===== config.mk =====
export PLATFORM = sky130hd
export DESIGN_NAME = pci_status_power
export DESIGN_NICKNAME = d
export VERILOG_FILES = /design/src/design/pci_status_pkg.sv /design/src/design/pci_status_power.sv /design/src/design/split_perr_watch.sv /design/src/design/sticky_flag_bank.sv
export SDC_FILE = /design/constraint.sdc
export NUM_CORES = 1
export LEC_CHECK = 0
export BUFFER_PORTS_ARGS = -buffer_cell sky130_fd_sc_hd__buf_2
export CAP_MARGIN = 5
export CORE_ASPECT_RATIO = 1.1
export CORE_MARGIN = 5
export CORE_UTILIZATION = 25
export CTS_CLUSTER_SIZE = 14
export DETAILED_ROUTE_END_ITERATION = 10
export HOLD_SLACK_MARGIN = 0.06
export PLACE_DENSITY_LB_ADDON = 0.2
export SYNTH_ARGS = -nofsm -noshare
export SYNTH_HDL_FRONTEND = slang
export SYNTH_SLANG_ARGS = --single-unit

===== constraint.sdc =====
create_clock -name core_clk_i -period 3.15 [get_ports core_clk_i]
set_input_delay 0.63 -clock core_clk_i [delete_from_list [all_inputs] [get_ports core_clk_i]]
set_output_delay 0.63 -clock core_clk_i [all_outputs]
set_load 0.05 [all_outputs]

===== src/design/pci_status_pkg.sv =====
// pci_status_pkg: register map, field positions, reset values and counts
// for the configuration status flags and the power-data readout.
// assumes registers are reached over a 32-bit AXI4-Lite slave port.
package pci_status_pkg;

	// register indices; byte address is four times the index
	localparam logic [7:0] IDX_STATUS = 8'h06;
	localparam logic [7:0] IDX_MASK = 8'h40;
	localparam logic [7:0] IDX_PM_CTRL = 8'h55;
	localparam logic [7:0] IDX_POWER = 8'h57;
	localparam int MAP_ADDR_W = 10;
	localparam logic [9:0] ADDR_STATUS = {IDX_STATUS, 2'b00};
	localparam logic [9:0] ADDR_MASK = {IDX_MASK, 2'b00};
	localparam logic [9:0] ADDR_PM_CTRL = {IDX_PM_CTRL, 2'b00};
	localparam logic [9:0] ADDR_POWER = {IDX_POWER, 2'b00};

	// status word layout
	localparam int BIT_INIT_PERR = 8;
	localparam int BIT_SPEED_LO = 9;
	localparam int BIT_SENT_TA = 11;
	localparam int BIT_GOT_TA = 12;
	localparam int BIT_GOT_MA = 13;
	localparam int BIT_SERR_SENT = 14;
	localparam int BIT_PERR_SEEN = 15;
	localparam logic [1:0] SELECT_RESPONSE_SPEED = 2'h1;
	localparam logic [15:0] FLAG_MASK = 16'hF900;
	localparam int NUM_FLAGS = 6;

	// flag bank order: bank index -> status bit
	localparam int FIDX_INIT_PERR = 0;
	localparam int FIDX_SENT_TA = 1;
	localparam int FIDX_GOT_TA = 2;
	localparam int FIDX_GOT_MA = 3;
	localparam int FIDX_SERR_SENT = 4;
	localparam int FIDX_PERR_SEEN = 5;

	// power_mgmt_control select and scale fields
	localparam int PM_SEL_LO = 0;
	localparam int PM_SEL_W = 4;
	localparam int PM_SCALE_LO = 4;
	localparam int PM_SCALE_W = 2;
	localparam logic [5:0] PM_CTRL_RESET = 6'h00;
	localparam logic [15:0] MASK_RESET = 16'h0000;
	localparam int NUM_POWER_STATES = 8;
	localparam logic [7:0] POWER_DATA_RESET = 8'h00;

	// perr# is sampled this many clocks after a split-response write data phase
	localparam int PERR_DELAY = 3;

	localparam logic [1:0] RESP_OKAY = 2'h0;
	localparam logic [1:0] RESP_SLVERR = 2'h2;

	typedef enum logic [1:0] {
		WR_IDLE = 2'b01,
		WR_RESP = 2'b10
	} wr_state_t;

	typedef enum logic [1:0] {
		RD_IDLE = 2'b01,
		RD_RESP = 2'b10
	} rd_state_t;

endpackage


===== src/design/pci_status_power.sv =====
// pci_status_power: upper configuration status flags, interrupt mask,
// power_mgmt_control select/scale fields and the power-data readout,
// all behind an AXI4-Lite slave.
// assumes bus-side event inputs are one-clock pulses on core_clk_i.
//
// Contract
// [RQ1] The status word always shows select_response_speed as 0x1 (medium).
// [RQ2] Ending a transaction as target with target-abort sets bit 11.
// [RQ3] A master transaction ended by target-abort sets bit 12.
// [RQ4] A master transaction ended by master-abort sets bit 13.
// [RQ5] Asserting the system error signal sets bit 14.
// [RQ6] Any detected parity error sets bit 15, whatever parity response says.
// [RQ7] In PCI-X mode, perr three clocks after a split-response write phase sets bit 8.
// [RQ8] In PCI-X mode, a parity error in split completion data or message sets bit 8.
// [RQ9] In PCI-X mode, a split completion message reporting a write parity error sets bit 8.
// [RQ10] An 8-bit read-only power value sits at index 0x57; software applies the scale.
// [RQ11] Each read of the power value follows the select field at that moment.
// [RQ12] Select 0x0 to 0x7 returns that state's figure; 0x8 and up read zero.
// [RQ13] Error flags clear on reset and stay set until reset or a software clear.
`timescale 1ns/1ps
module pci_status_power
	import pci_status_pkg::*;
#(
	parameter int AXI_ADDR_W = 12,
	parameter logic [63:0] POWER_FIGURES = 64'h0000000000000000
) (
	input wire logic core_clk_i,
	input wire logic rst_i,
	input wire logic [AXI_ADDR_W-1:0] s_axi_awaddr_i,
	input wire logic s_axi_awvalid_i,
	output logic s_axi_awready_o,
	input wire logic [31:0] s_axi_wdata_i,
	input wire logic [3:0] s_axi_wstrb_i,
	input wire logic s_axi_wvalid_i,
	output logic s_axi_wready_o,
	output logic [1:0] s_axi_bresp_o,
	output logic s_axi_bvalid_o,
	input wire logic s_axi_bready_i,
	input wire logic [AXI_ADDR_W-1:0] s_axi_araddr_i,
	input wire logic s_axi_arvalid_i,
	output logic s_axi_arready_o,
	output logic [31:0] s_axi_rdata_o,
	output logic [1:0] s_axi_rresp_o,
	output logic s_axi_rvalid_o,
	input wire logic s_axi_rready_i,
	input wire logic pcix_mode_i,
	input wire logic target_abort_sent_i,
	input wire logic target_abort_got_i,
	input wire logic master_abort_got_i,
	input wire logic serr_asserted_i,
	input wire logic parity_error_i,
	input wire logic master_perr_seen_i,
	input wire logic parity_response_en_i,
	input wire logic split_write_phase_i,
	input wire logic perr_i,
	input wire logic split_cpl_parity_err_i,
	input wire logic split_msg_write_perr_i,
	output logic [PM_SEL_W-1:0] power_select_o,
	output logic [PM_SCALE_W-1:0] power_scale_o,
	output logic irq_o
);

	initial
	begin
		if (AXI_ADDR_W < MAP_ADDR_W)
			$error("address width too small for the register map");
	end

	wr_state_t wr_state_reg, wr_state_next;
	rd_state_t rd_state_reg, rd_state_next;
	logic aw_held_reg, aw_held_next;
	logic w_held_reg, w_held_next;
	logic [AXI_ADDR_W-1:0] aw_addr_reg, aw_addr_next;
	logic [31:0] w_data_reg, w_data_next;
	logic [3:0] w_strb_reg, w_strb_next;
	logic [1:0] bresp_reg, bresp_next;
	logic [31:0] rdata_reg, rdata_next;
	logic [1:0] rresp_reg, rresp_next;
	logic [15:0] mask_reg, mask_next;
	logic [5:0] pm_ctrl_reg, pm_ctrl_next;
	logic irq_reg, irq_next;
	logic aw_fire, w_fire, ar_fire, do_write;
	logic [AXI_ADDR_W-1:0] wr_addr;
	logic [31:0] wr_data;
	logic [3:0] wr_strb;
	logic [NUM_FLAGS-1:0] flag_set, flag_clr, flags;
	logic [15:0] status_word;
	logic [7:0] power_value;
	logic split_perr_hit;

	// handshakes: one write and one read in flight at most
	assign s_axi_awready_o = (wr_state_reg == WR_IDLE) && !aw_held_reg;
	assign s_axi_wready_o = (wr_state_reg == WR_IDLE) && !w_held_reg;
	assign s_axi_bvalid_o = (wr_state_reg == WR_RESP);
	assign s_axi_bresp_o = bresp_reg;
	assign s_axi_arready_o = (rd_state_reg == RD_IDLE);
	assign s_axi_rvalid_o = (rd_state_reg == RD_RESP);
	assign s_axi_rdata_o = rdata_reg;
	assign s_axi_rresp_o = rresp_reg;
	assign aw_fire = s_axi_awvalid_i && s_axi_awready_o;
	assign w_fire = s_axi_wvalid_i && s_axi_wready_o;
	assign ar_fire = s_axi_arvalid_i && s_axi_arready_o;

	// address and data may arrive in either order; the write happens once both are in
	assign wr_addr = aw_held_reg ? aw_addr_reg : s_axi_awaddr_i;
	assign wr_data = w_held_reg ? w_data_reg : s_axi_wdata_i;
	assign wr_strb = w_held_reg ? w_strb_reg : s_axi_wstrb_i;
	assign do_write = (wr_state_reg == WR_IDLE) && (aw_held_reg || aw_fire)
		&& (w_held_reg || w_fire);

	// status word with the fixed response-speed code
	always_comb
	begin
		status_word = 16'h0000;
		status_word[BIT_INIT_PERR] = flags[FIDX_INIT_PERR];
		status_word[BIT_SPEED_LO +: 2] = SELECT_RESPONSE_SPEED; // [RQ1]
		status_word[BIT_SENT_TA] = flags[FIDX_SENT_TA];
		status_word[BIT_GOT_TA] = flags[FIDX_GOT_TA];
		status_word[BIT_GOT_MA] = flags[FIDX_GOT_MA];
		status_word[BIT_SERR_SENT] = flags[FIDX_SERR_SENT];
		status_word[BIT_PERR_SEEN] = flags[FIDX_PERR_SEEN];
	end

	// power figure picked by the live select field; reserved codes read zero
	always_comb
	begin
		power_value = POWER_DATA_RESET;
		if (power_select_o < NUM_POWER_STATES) // [RQ12]
			power_value = POWER_FIGURES[{power_select_o[2:0], 3'b000} +: 8]; // [RQ11]
	end

	assign power_select_o = pm_ctrl_reg[PM_SEL_LO +: PM_SEL_W];
	assign power_scale_o = pm_ctrl_reg[PM_SCALE_LO +: PM_SCALE_W];

	split_perr_watch #(
		.DELAY(PERR_DELAY)
	) u_perr_watch (
		.core_clk_i(core_clk_i),
		.rst_i(rst_i),
		.data_phase_i(split_write_phase_i & pcix_mode_i),
		.perr_i(perr_i),
		.hit_o(split_perr_hit)
	);

	// event sources for the sticky flags
	always_comb
	begin
		flag_set = '0;
		flag_set[FIDX_SENT_TA] = target_abort_sent_i; // [RQ2]
		flag_set[FIDX_GOT_TA] = target_abort_got_i; // [RQ3]
		flag_set[FIDX_GOT_MA] = master_abort_got_i; // [RQ4]
		flag_set[FIDX_SERR_SENT] = serr_asserted_i; // [RQ5]
		flag_set[FIDX_PERR_SEEN] = parity_error_i; // [RQ6]
		// conventional mode keeps the parity-response gate; PCI-X uses split terms
		flag_set[FIDX_INIT_PERR] = (!pcix_mode_i && master_perr_seen_i && parity_response_en_i)
			|| split_perr_hit // [RQ7]
			|| (pcix_mode_i && split_cpl_parity_err_i) // [RQ8]
			|| (pcix_mode_i && split_msg_write_perr_i); // [RQ9]
	end

	// write-one-to-clear on the high status byte and bit 8
	always_comb
	begin
		flag_clr = '0;
		if (do_write && wr_addr == AXI_ADDR_W'(ADDR_STATUS) && wr_strb[1])
		begin
			flag_clr[FIDX_INIT_PERR] = wr_data[BIT_INIT_PERR];
			flag_clr[FIDX_SENT_TA] = wr_data[BIT_SENT_TA];
			flag_clr[FIDX_GOT_TA] = wr_data[BIT_GOT_TA];
			flag_clr[FIDX_GOT_MA] = wr_data[BIT_GOT_MA];
			flag_clr[FIDX_SERR_SENT] = wr_data[BIT_SERR_SENT];
			flag_clr[FIDX_PERR_SEEN] = wr_data[BIT_PERR_SEEN];
		end
	end

	sticky_flag_bank #(
		.WIDTH(NUM_FLAGS)
	) u_flags (
		.core_clk_i(core_clk_i),
		.rst_i(rst_i),
		.set_i(flag_set),
		.clr_i(flag_clr), // [RQ13]
		.flags_o(flags)
	);

	// write channel: hold whichever half came first, then answer
	always_comb
	begin
		wr_state_next = wr_state_reg;
		aw_held_next = aw_held_reg;
		w_held_next = w_held_reg;
		aw_addr_next = aw_addr_reg;
		w_data_next = w_data_reg;
		w_strb_next = w_strb_reg;
		bresp_next = bresp_reg;
		mask_next = mask_reg;
		pm_ctrl_next = pm_ctrl_reg;
		case (wr_state_reg)
			WR_IDLE:
			begin
				if (aw_fire)
				begin
					aw_held_next = 1'b1;
					aw_addr_next = s_axi_awaddr_i;
				end
				if (w_fire)
				begin
					w_held_next = 1'b1;
					w_data_next = s_axi_wdata_i;
					w_strb_next = s_axi_wstrb_i;
				end
				if (do_write)
				begin
					wr_state_next = WR_RESP;
					bresp_next = RESP_OKAY;
					// read-only power value and status writes answer okay
					if (wr_addr == AXI_ADDR_W'(ADDR_STATUS))
						bresp_next = RESP_OKAY;
					else if (wr_addr == AXI_ADDR_W'(ADDR_MASK))
					begin
						if (wr_strb[0])
							mask_next[7:0] = wr_data[7:0] & FLAG_MASK[7:0];
						if (wr_strb[1])
							mask_next[15:8] = wr_data[15:8] & FLAG_MASK[15:8];
					end
					else if (wr_addr == AXI_ADDR_W'(ADDR_PM_CTRL))
					begin
						if (wr_strb[0])
							pm_ctrl_next = wr_data[5:0];
					end
					else if (wr_addr == AXI_ADDR_W'(ADDR_POWER))
						bresp_next = RESP_OKAY;
					else
						bresp_next = RESP_SLVERR;
				end
			end
			WR_RESP:
			begin
				if (s_axi_bready_i)
				begin
					wr_state_next = WR_IDLE;
					aw_held_next = 1'b0;
					w_held_next = 1'b0;
				end
			end
			default:
				wr_state_next = WR_IDLE;
		endcase
	end

	// read channel: data is sampled on the address edge, so it reflects that moment
	always_comb
	begin
		rd_state_next = rd_state_reg;
		rdata_next = rdata_reg;
		rresp_next = rresp_reg;
		case (rd_state_reg)
			RD_IDLE:
			begin
				if (ar_fire)
				begin
					rd_state_next = RD_RESP;
					rresp_next = RESP_OKAY;
					if (s_axi_araddr_i == AXI_ADDR_W'(ADDR_STATUS))
						rdata_next = {16'h0000, status_word};
					else if (s_axi_araddr_i == AXI_ADDR_W'(ADDR_MASK))
						rdata_next = {16'h0000, mask_reg};
					else if (s_axi_araddr_i == AXI_ADDR_W'(ADDR_PM_CTRL))
						rdata_next = {26'h0, pm_ctrl_reg};
					else if (s_axi_araddr_i == AXI_ADDR_W'(ADDR_POWER))
						rdata_next = {24'h000000, power_value}; // [RQ10]
					else
					begin
						rdata_next = 32'h00000000;
						rresp_next = RESP_SLVERR;
					end
				end
			end
			RD_RESP:
			begin
				if (s_axi_rready_i)
					rd_state_next = RD_IDLE;
			end
			default:
				rd_state_next = RD_IDLE;
		endcase
	end

	// interrupt: level while any unmasked flag is set
	always_comb
	begin
		irq_next = |(status_word & mask_reg & FLAG_MASK);
	end

	always_ff @(posedge core_clk_i or posedge rst_i)
	begin
		if (rst_i)
		begin
			wr_state_reg <= WR_IDLE;
			rd_state_reg <= RD_IDLE;
			aw_held_reg <= 1'b0;
			w_held_reg <= 1'b0;
			aw_addr_reg <= '0;
			w_data_reg <= 32'h00000000;
			w_strb_reg <= 4'h0;
			bresp_reg <= RESP_OKAY;
			rdata_reg <= 32'h00000000;
			rresp_reg <= RESP_OKAY;
			mask_reg <= MASK_RESET;
			pm_ctrl_reg <= PM_CTRL_RESET;
			irq_reg <= 1'b0;
		end
		else
		begin
			wr_state_reg <= wr_state_next;
			rd_state_reg <= rd_state_next;
			aw_held_reg <= aw_held_next;
			w_held_reg <= w_held_next;
			aw_addr_reg <= aw_addr_next;
			w_data_reg <= w_data_next;
			w_strb_reg <= w_strb_next;
			bresp_reg <= bresp_next;
			rdata_reg <= rdata_next;
			rresp_reg <= rresp_next;
			mask_reg <= mask_next;
			pm_ctrl_reg <= pm_ctrl_next;
			irq_reg <= irq_next;
		end
	end

	assign irq_o = irq_reg;
endmodule


===== src/design/split_perr_watch.sv =====
// split_perr_watch: flags perr# seen a fixed number of clocks after a
// data phase of a write that ended with split response.
// assumes both inputs are synchronous to core_clk_i.
`timescale 1ns/1ps
module split_perr_watch #(
	parameter int DELAY = 3
) (
	input wire logic core_clk_i,
	input wire logic rst_i,
	input wire logic data_phase_i,
	input wire logic perr_i,
	output logic hit_o
);

	initial
	begin
		if (DELAY < 2)
			$error("split_perr_watch needs a delay of two clocks or more");
	end

	logic [DELAY-1:0] pipe_reg;
	logic [DELAY-1:0] pipe_next;

	// one bit per outstanding data phase, so back-to-back phases all count
	always_comb
	begin
		pipe_next = {pipe_reg[DELAY-2:0], data_phase_i};
	end

	always_ff @(posedge core_clk_i or posedge rst_i)
	begin
		if (rst_i)
			pipe_reg <= '0;
		else
			pipe_reg <= pipe_next;
	end

	assign hit_o = pipe_reg[DELAY-1] & perr_i;

endmodule


===== src/design/sticky_flag_bank.sv =====
// sticky_flag_bank: a row of set/clear flags, one flop per bit.
// assumes set and clear are single-clock requests on core_clk_i.
`timescale 1ns/1ps
module sticky_flag_bank #(
	parameter int WIDTH = 6
) (
	input wire logic core_clk_i,
	input wire logic rst_i,
	input wire logic [WIDTH-1:0] set_i,
	input wire logic [WIDTH-1:0] clr_i,
	output logic [WIDTH-1:0] flags_o
);

	initial
	begin
		if (WIDTH < 1)
			$error("sticky_flag_bank needs at least one flag");
	end

	genvar g;
	generate
		for (g = 0; g < WIDTH; g++)
		begin : gen_flag
			logic flag_reg;
			logic flag_next;
			// a set arriving with the clear wins, so no event is dropped
			always_comb
			begin
				flag_next = flag_reg;
				if (clr_i[g])
					flag_next = 1'b0;
				if (set_i[g])
					flag_next = 1'b1;
			end
			always_ff @(posedge core_clk_i or posedge rst_i)
			begin
				if (rst_i)
					flag_reg <= 1'b0;
				else
					flag_reg <= flag_next;
			end
			assign flags_o[g] = flag_reg;
		end
	endgenerate

endmodule


==> summary.md <==
| Metric | Value |
|---|---|
| Status | completed |
| Post-DP HPWL | ~5.9 mm |
| Met3 Resource Use GR | 0.03745 |
| Ys Warns | 0 |
| First-pass GRT wire length | 12.82 mm |
| Cell area power density | 788.1 nW/um^2 |
| P_leak | 1.963 nW |
| Cell family with most CP delay | compound AO/OA/AOI/OAI gates |
| Top_reg_cell synth | dfrtp_1 |
| Design Area, Final | 4194 um^2 |
| Gr ovfl total | 0 |
| Die area | 15610 um^2 |
| DR vias/cell | 4.452 |
| Final GP Congestion | 0.7461 |
| Slowest CP cell | a2111o_1 |
| Initial Util | 0.2520 |
| Core Rows | 44 |
| P&R area growth vs syn | 27.02% |
| Pin count of the biggest net entering global routing | 70 |
| M1 GR Usage | 0.1338 |
| Worst clock skew | 3.600 ps |
| Post-synthesis sequential area ratio | 0.5237 |
| CP endpoint kind | flip-flop |
| Number of flip-flops in the largest register | 13 |
| Crit path buffers/inverters | 2 |
| Inserted Diodes | 0 |
| Relative slew slack | 0.5009 |
| Vias in the first global route | 2477 |
| Post-synth design cell area | 3302 um^2 |
| Post-synthesis register bit count | 69 |
| CP Cell Sequence | buf_2 -> or4_1 -> a2111o_1 -> a2111oi_4 -> buf_4 -> mux2_2 |
| Post_cts resized | 0 |
| CP required | 3360 ps |
| Least-Margin Pin Slew | between 700 and 800 ps |
| Core area | ~13000 um^2 |
| Clk root buf | clkbuf_16 |
| TNS Setup | 0 ps |
| # H-tree levels | 3 |
| Data arrival time of the worst path | about 2700 ps |
| Setup-failing EPs final | 0 |
| Crit path max fanout | 6 |
| # DRC | 0 |
| CP peak stage delay | 560 ps |
| Die Ht | around 130 um |
| Met2 Resource Use GR | 0.1649 |
| Hold-fix buffers at CTS | 0 |
| Number of synthesized flops with an enable pin | 0 |
| Clock tree buffer depth | 2 |
| F_max | 401.2 MHz |
| Crit path launch type | input port |
| Worst min-delay path class | reg2reg |
| Kind of critical path | in2reg |
| Nets@finish | 451 |
| Fin. Hold Viols | 0 |
| GRT Total Usage | 0.1045 |
| GR peak layer | met2 |
| Die X | 119.6 um |
| Skew-Pair Late Insertion Delay | roughly 330 ps |
| Clk slew on worst S/H paths | 50 ps |
| Top post-synthesis cells by area | dfrtp_1, mux2_2, buf_4, a22oi_1, nor2_1 |
| I/O Buffers | 83 |
| Fill cell count | 1346 |
| Max cap viols | 0 |
| Worst VDD drop | 0.3682 mV |
| Tcrit/Tclk final | 0.7913 |
| Syn_area_per_cell | about 12 um^2 |
| Post-synth cell types | 37 |
| Setup bufs post-CTS | 0 |
| RSZ-0062 raised after global routing | false |
| Layout cells sized above 1 | 0.4430 |
| Top-area cell type share of the netlist area | 0.5078 |
| Antenna Nets Post-Route | 0 |
| First-pass DRT Iterations | 6 |
| Initial antenna violation count | 0 |
| Iter 0 DRT Violations | 62 |
| Placement Cell Area | 3867 um^2 |
| Min Clock Period, post-route | 2493 ps |
| Pre-CTS WS | slightly below 300 ps |
| Worst setup margin | 657.3 ps |
| Final wirelength | between 7 and 8 mm |
| Area leader, netlist | dfrtp_1 |
| CTS buffer count | 9 |
| Max Slew Vio Count | 0 |
| Wire per inst | between 10 and 15 um |
| # IOs | 127 |
| Total power | 0.003305 W |
| Asr flop ratio synth | 1.000 |
| Via Count | 2395 |
| Cell count after synthesis | 280 |
| CTS sink count | 69 |
| CTS tree | built |
==> area by class of cell <==
| type | count | area (um^2) | area share |
|---|---|---|---|
| Sequential cell | 69 | 1729 | 0.4123 |
| Multi-Input combinational cell | 190 | 1408 | 0.3356 |
| Timing Repair Buffer | 91 | 488.0 | 0.1163 |
| Clock buffer | 12 | 256.5 | 0.06116 |
| Tap cell | 161 | 201.4 | 0.04803 |
| Clock inverter | 4 | 70.07 | 0.01671 |
| Inverter | 11 | 41.29 | 0.009845 |
==> Yosys cell counts (5+ instances only) <==
| cell | count |
|---|---|
| buf_4 | 21 |
| a22o_1 | 7 |
| nor3_1 | 5 |
| clkbuf_1 | 8 |
| a21oi_1 | 8 |
| a22oi_1 | 9 |
| dfrtp_1 | 67 |
| mux2_2 | 52 |
| nor2_1 | 17 |
| nand2_1 | 12 |
| inv_1 | 11 |
| a31oi_1 | 6 |
| o21ai_0 | 7 |
==> path summary, 6_finish.rpt <==
check / cells after the start / slack [ps] / start / to
setup reg to reg: 5 / 720 / aw_held_reg / pm_ctrl_reg[3]
min in group asynchronous: 3 / 380 / rst_i / aw_addr_reg[0]
hold / removal: 0 / 340 / u_perr_watch.pipe_reg[0] / u_perr_watch.pipe_reg[1]
max in group asynchronous: 3 / 2420 / rst_i / rd_state_reg[0]
hold reg to reg: 0 / 340 / u_perr_watch.pipe_reg[0] / u_perr_watch.pipe_reg[1]
setup / recovery: 6 / 660 / s_axi_awaddr_i[0] / pm_ctrl_reg[3]
==> layer usage <==
layer | share of wire | vias to the layer above
li1 | - | 1160
met1 | 0.46 | 1136
met4 | 0.013 | 0
met2 | 0.45 | 89
met3 | 0.083 | 10
met5 | 0 | -
==> layout by cell type, fill, tap and decap left out, drive strengths merged, types with 5 or more instances in the layout <==
cell / instances
a21oi: 8
a22o: 7
a22oi: 9
a31oi: 6
buf: 91
clkbuf: 12
conb: 21
dfrtp: 67
inv: 11
mux2: 52
nand2: 12
nor2: 17
nor3: 5
o21ai: 7
==> worst reg2reg max path, stage by stage, from the launching register on <==
cell and delay [ps]:
dfrtp_1 390, or4_1 480, a2111o_1 560, a2111oi_4 330
buf_4 220, mux2_2 340
==> metrics by stage <==
stage / util / hold WS [ps] / std cells
after detailed placement: 0.2952 / 334.7 / 522
after floorplan: - / 331.2 / 300
final: 0.3201 / 344.9 / 538
after global routing: 0.3201 / 352.6 / 538
after CTS: 0.3201 / 347.3 / 538
after global placement: 0.2952 / 335.3 / 522
==> report_power, final <==
| part | total, W | internal, W | switching, W |
|---|---|---|---|
| Combinational | 0.000966 | 0.000435 | 0.000531 |
| Sequential | 0.00124 | 0.00111 | 0.000132 |
| Clock | 0.00110 | 0.000733 | 0.000364 |
| Total | 0.00331 | 0.00228 | 0.00103 |
==> kinds of logic (layout without fill, tap and decap cells) <==
family | after synthesis | after routing | synth area share
DFF | 69 | 69 | 0.5237
and+or+nand+nor | 67 | 67 | 0.1148
muxes | 54 | 54 | 0.1834
AOI/OAI and AO/OA | 48 | 48 | 0.1042
buffers and inverters | 41 | 118 | 0.07275
other | 1 | 21 | 0.001136
(Power assumes the default switching activity.)
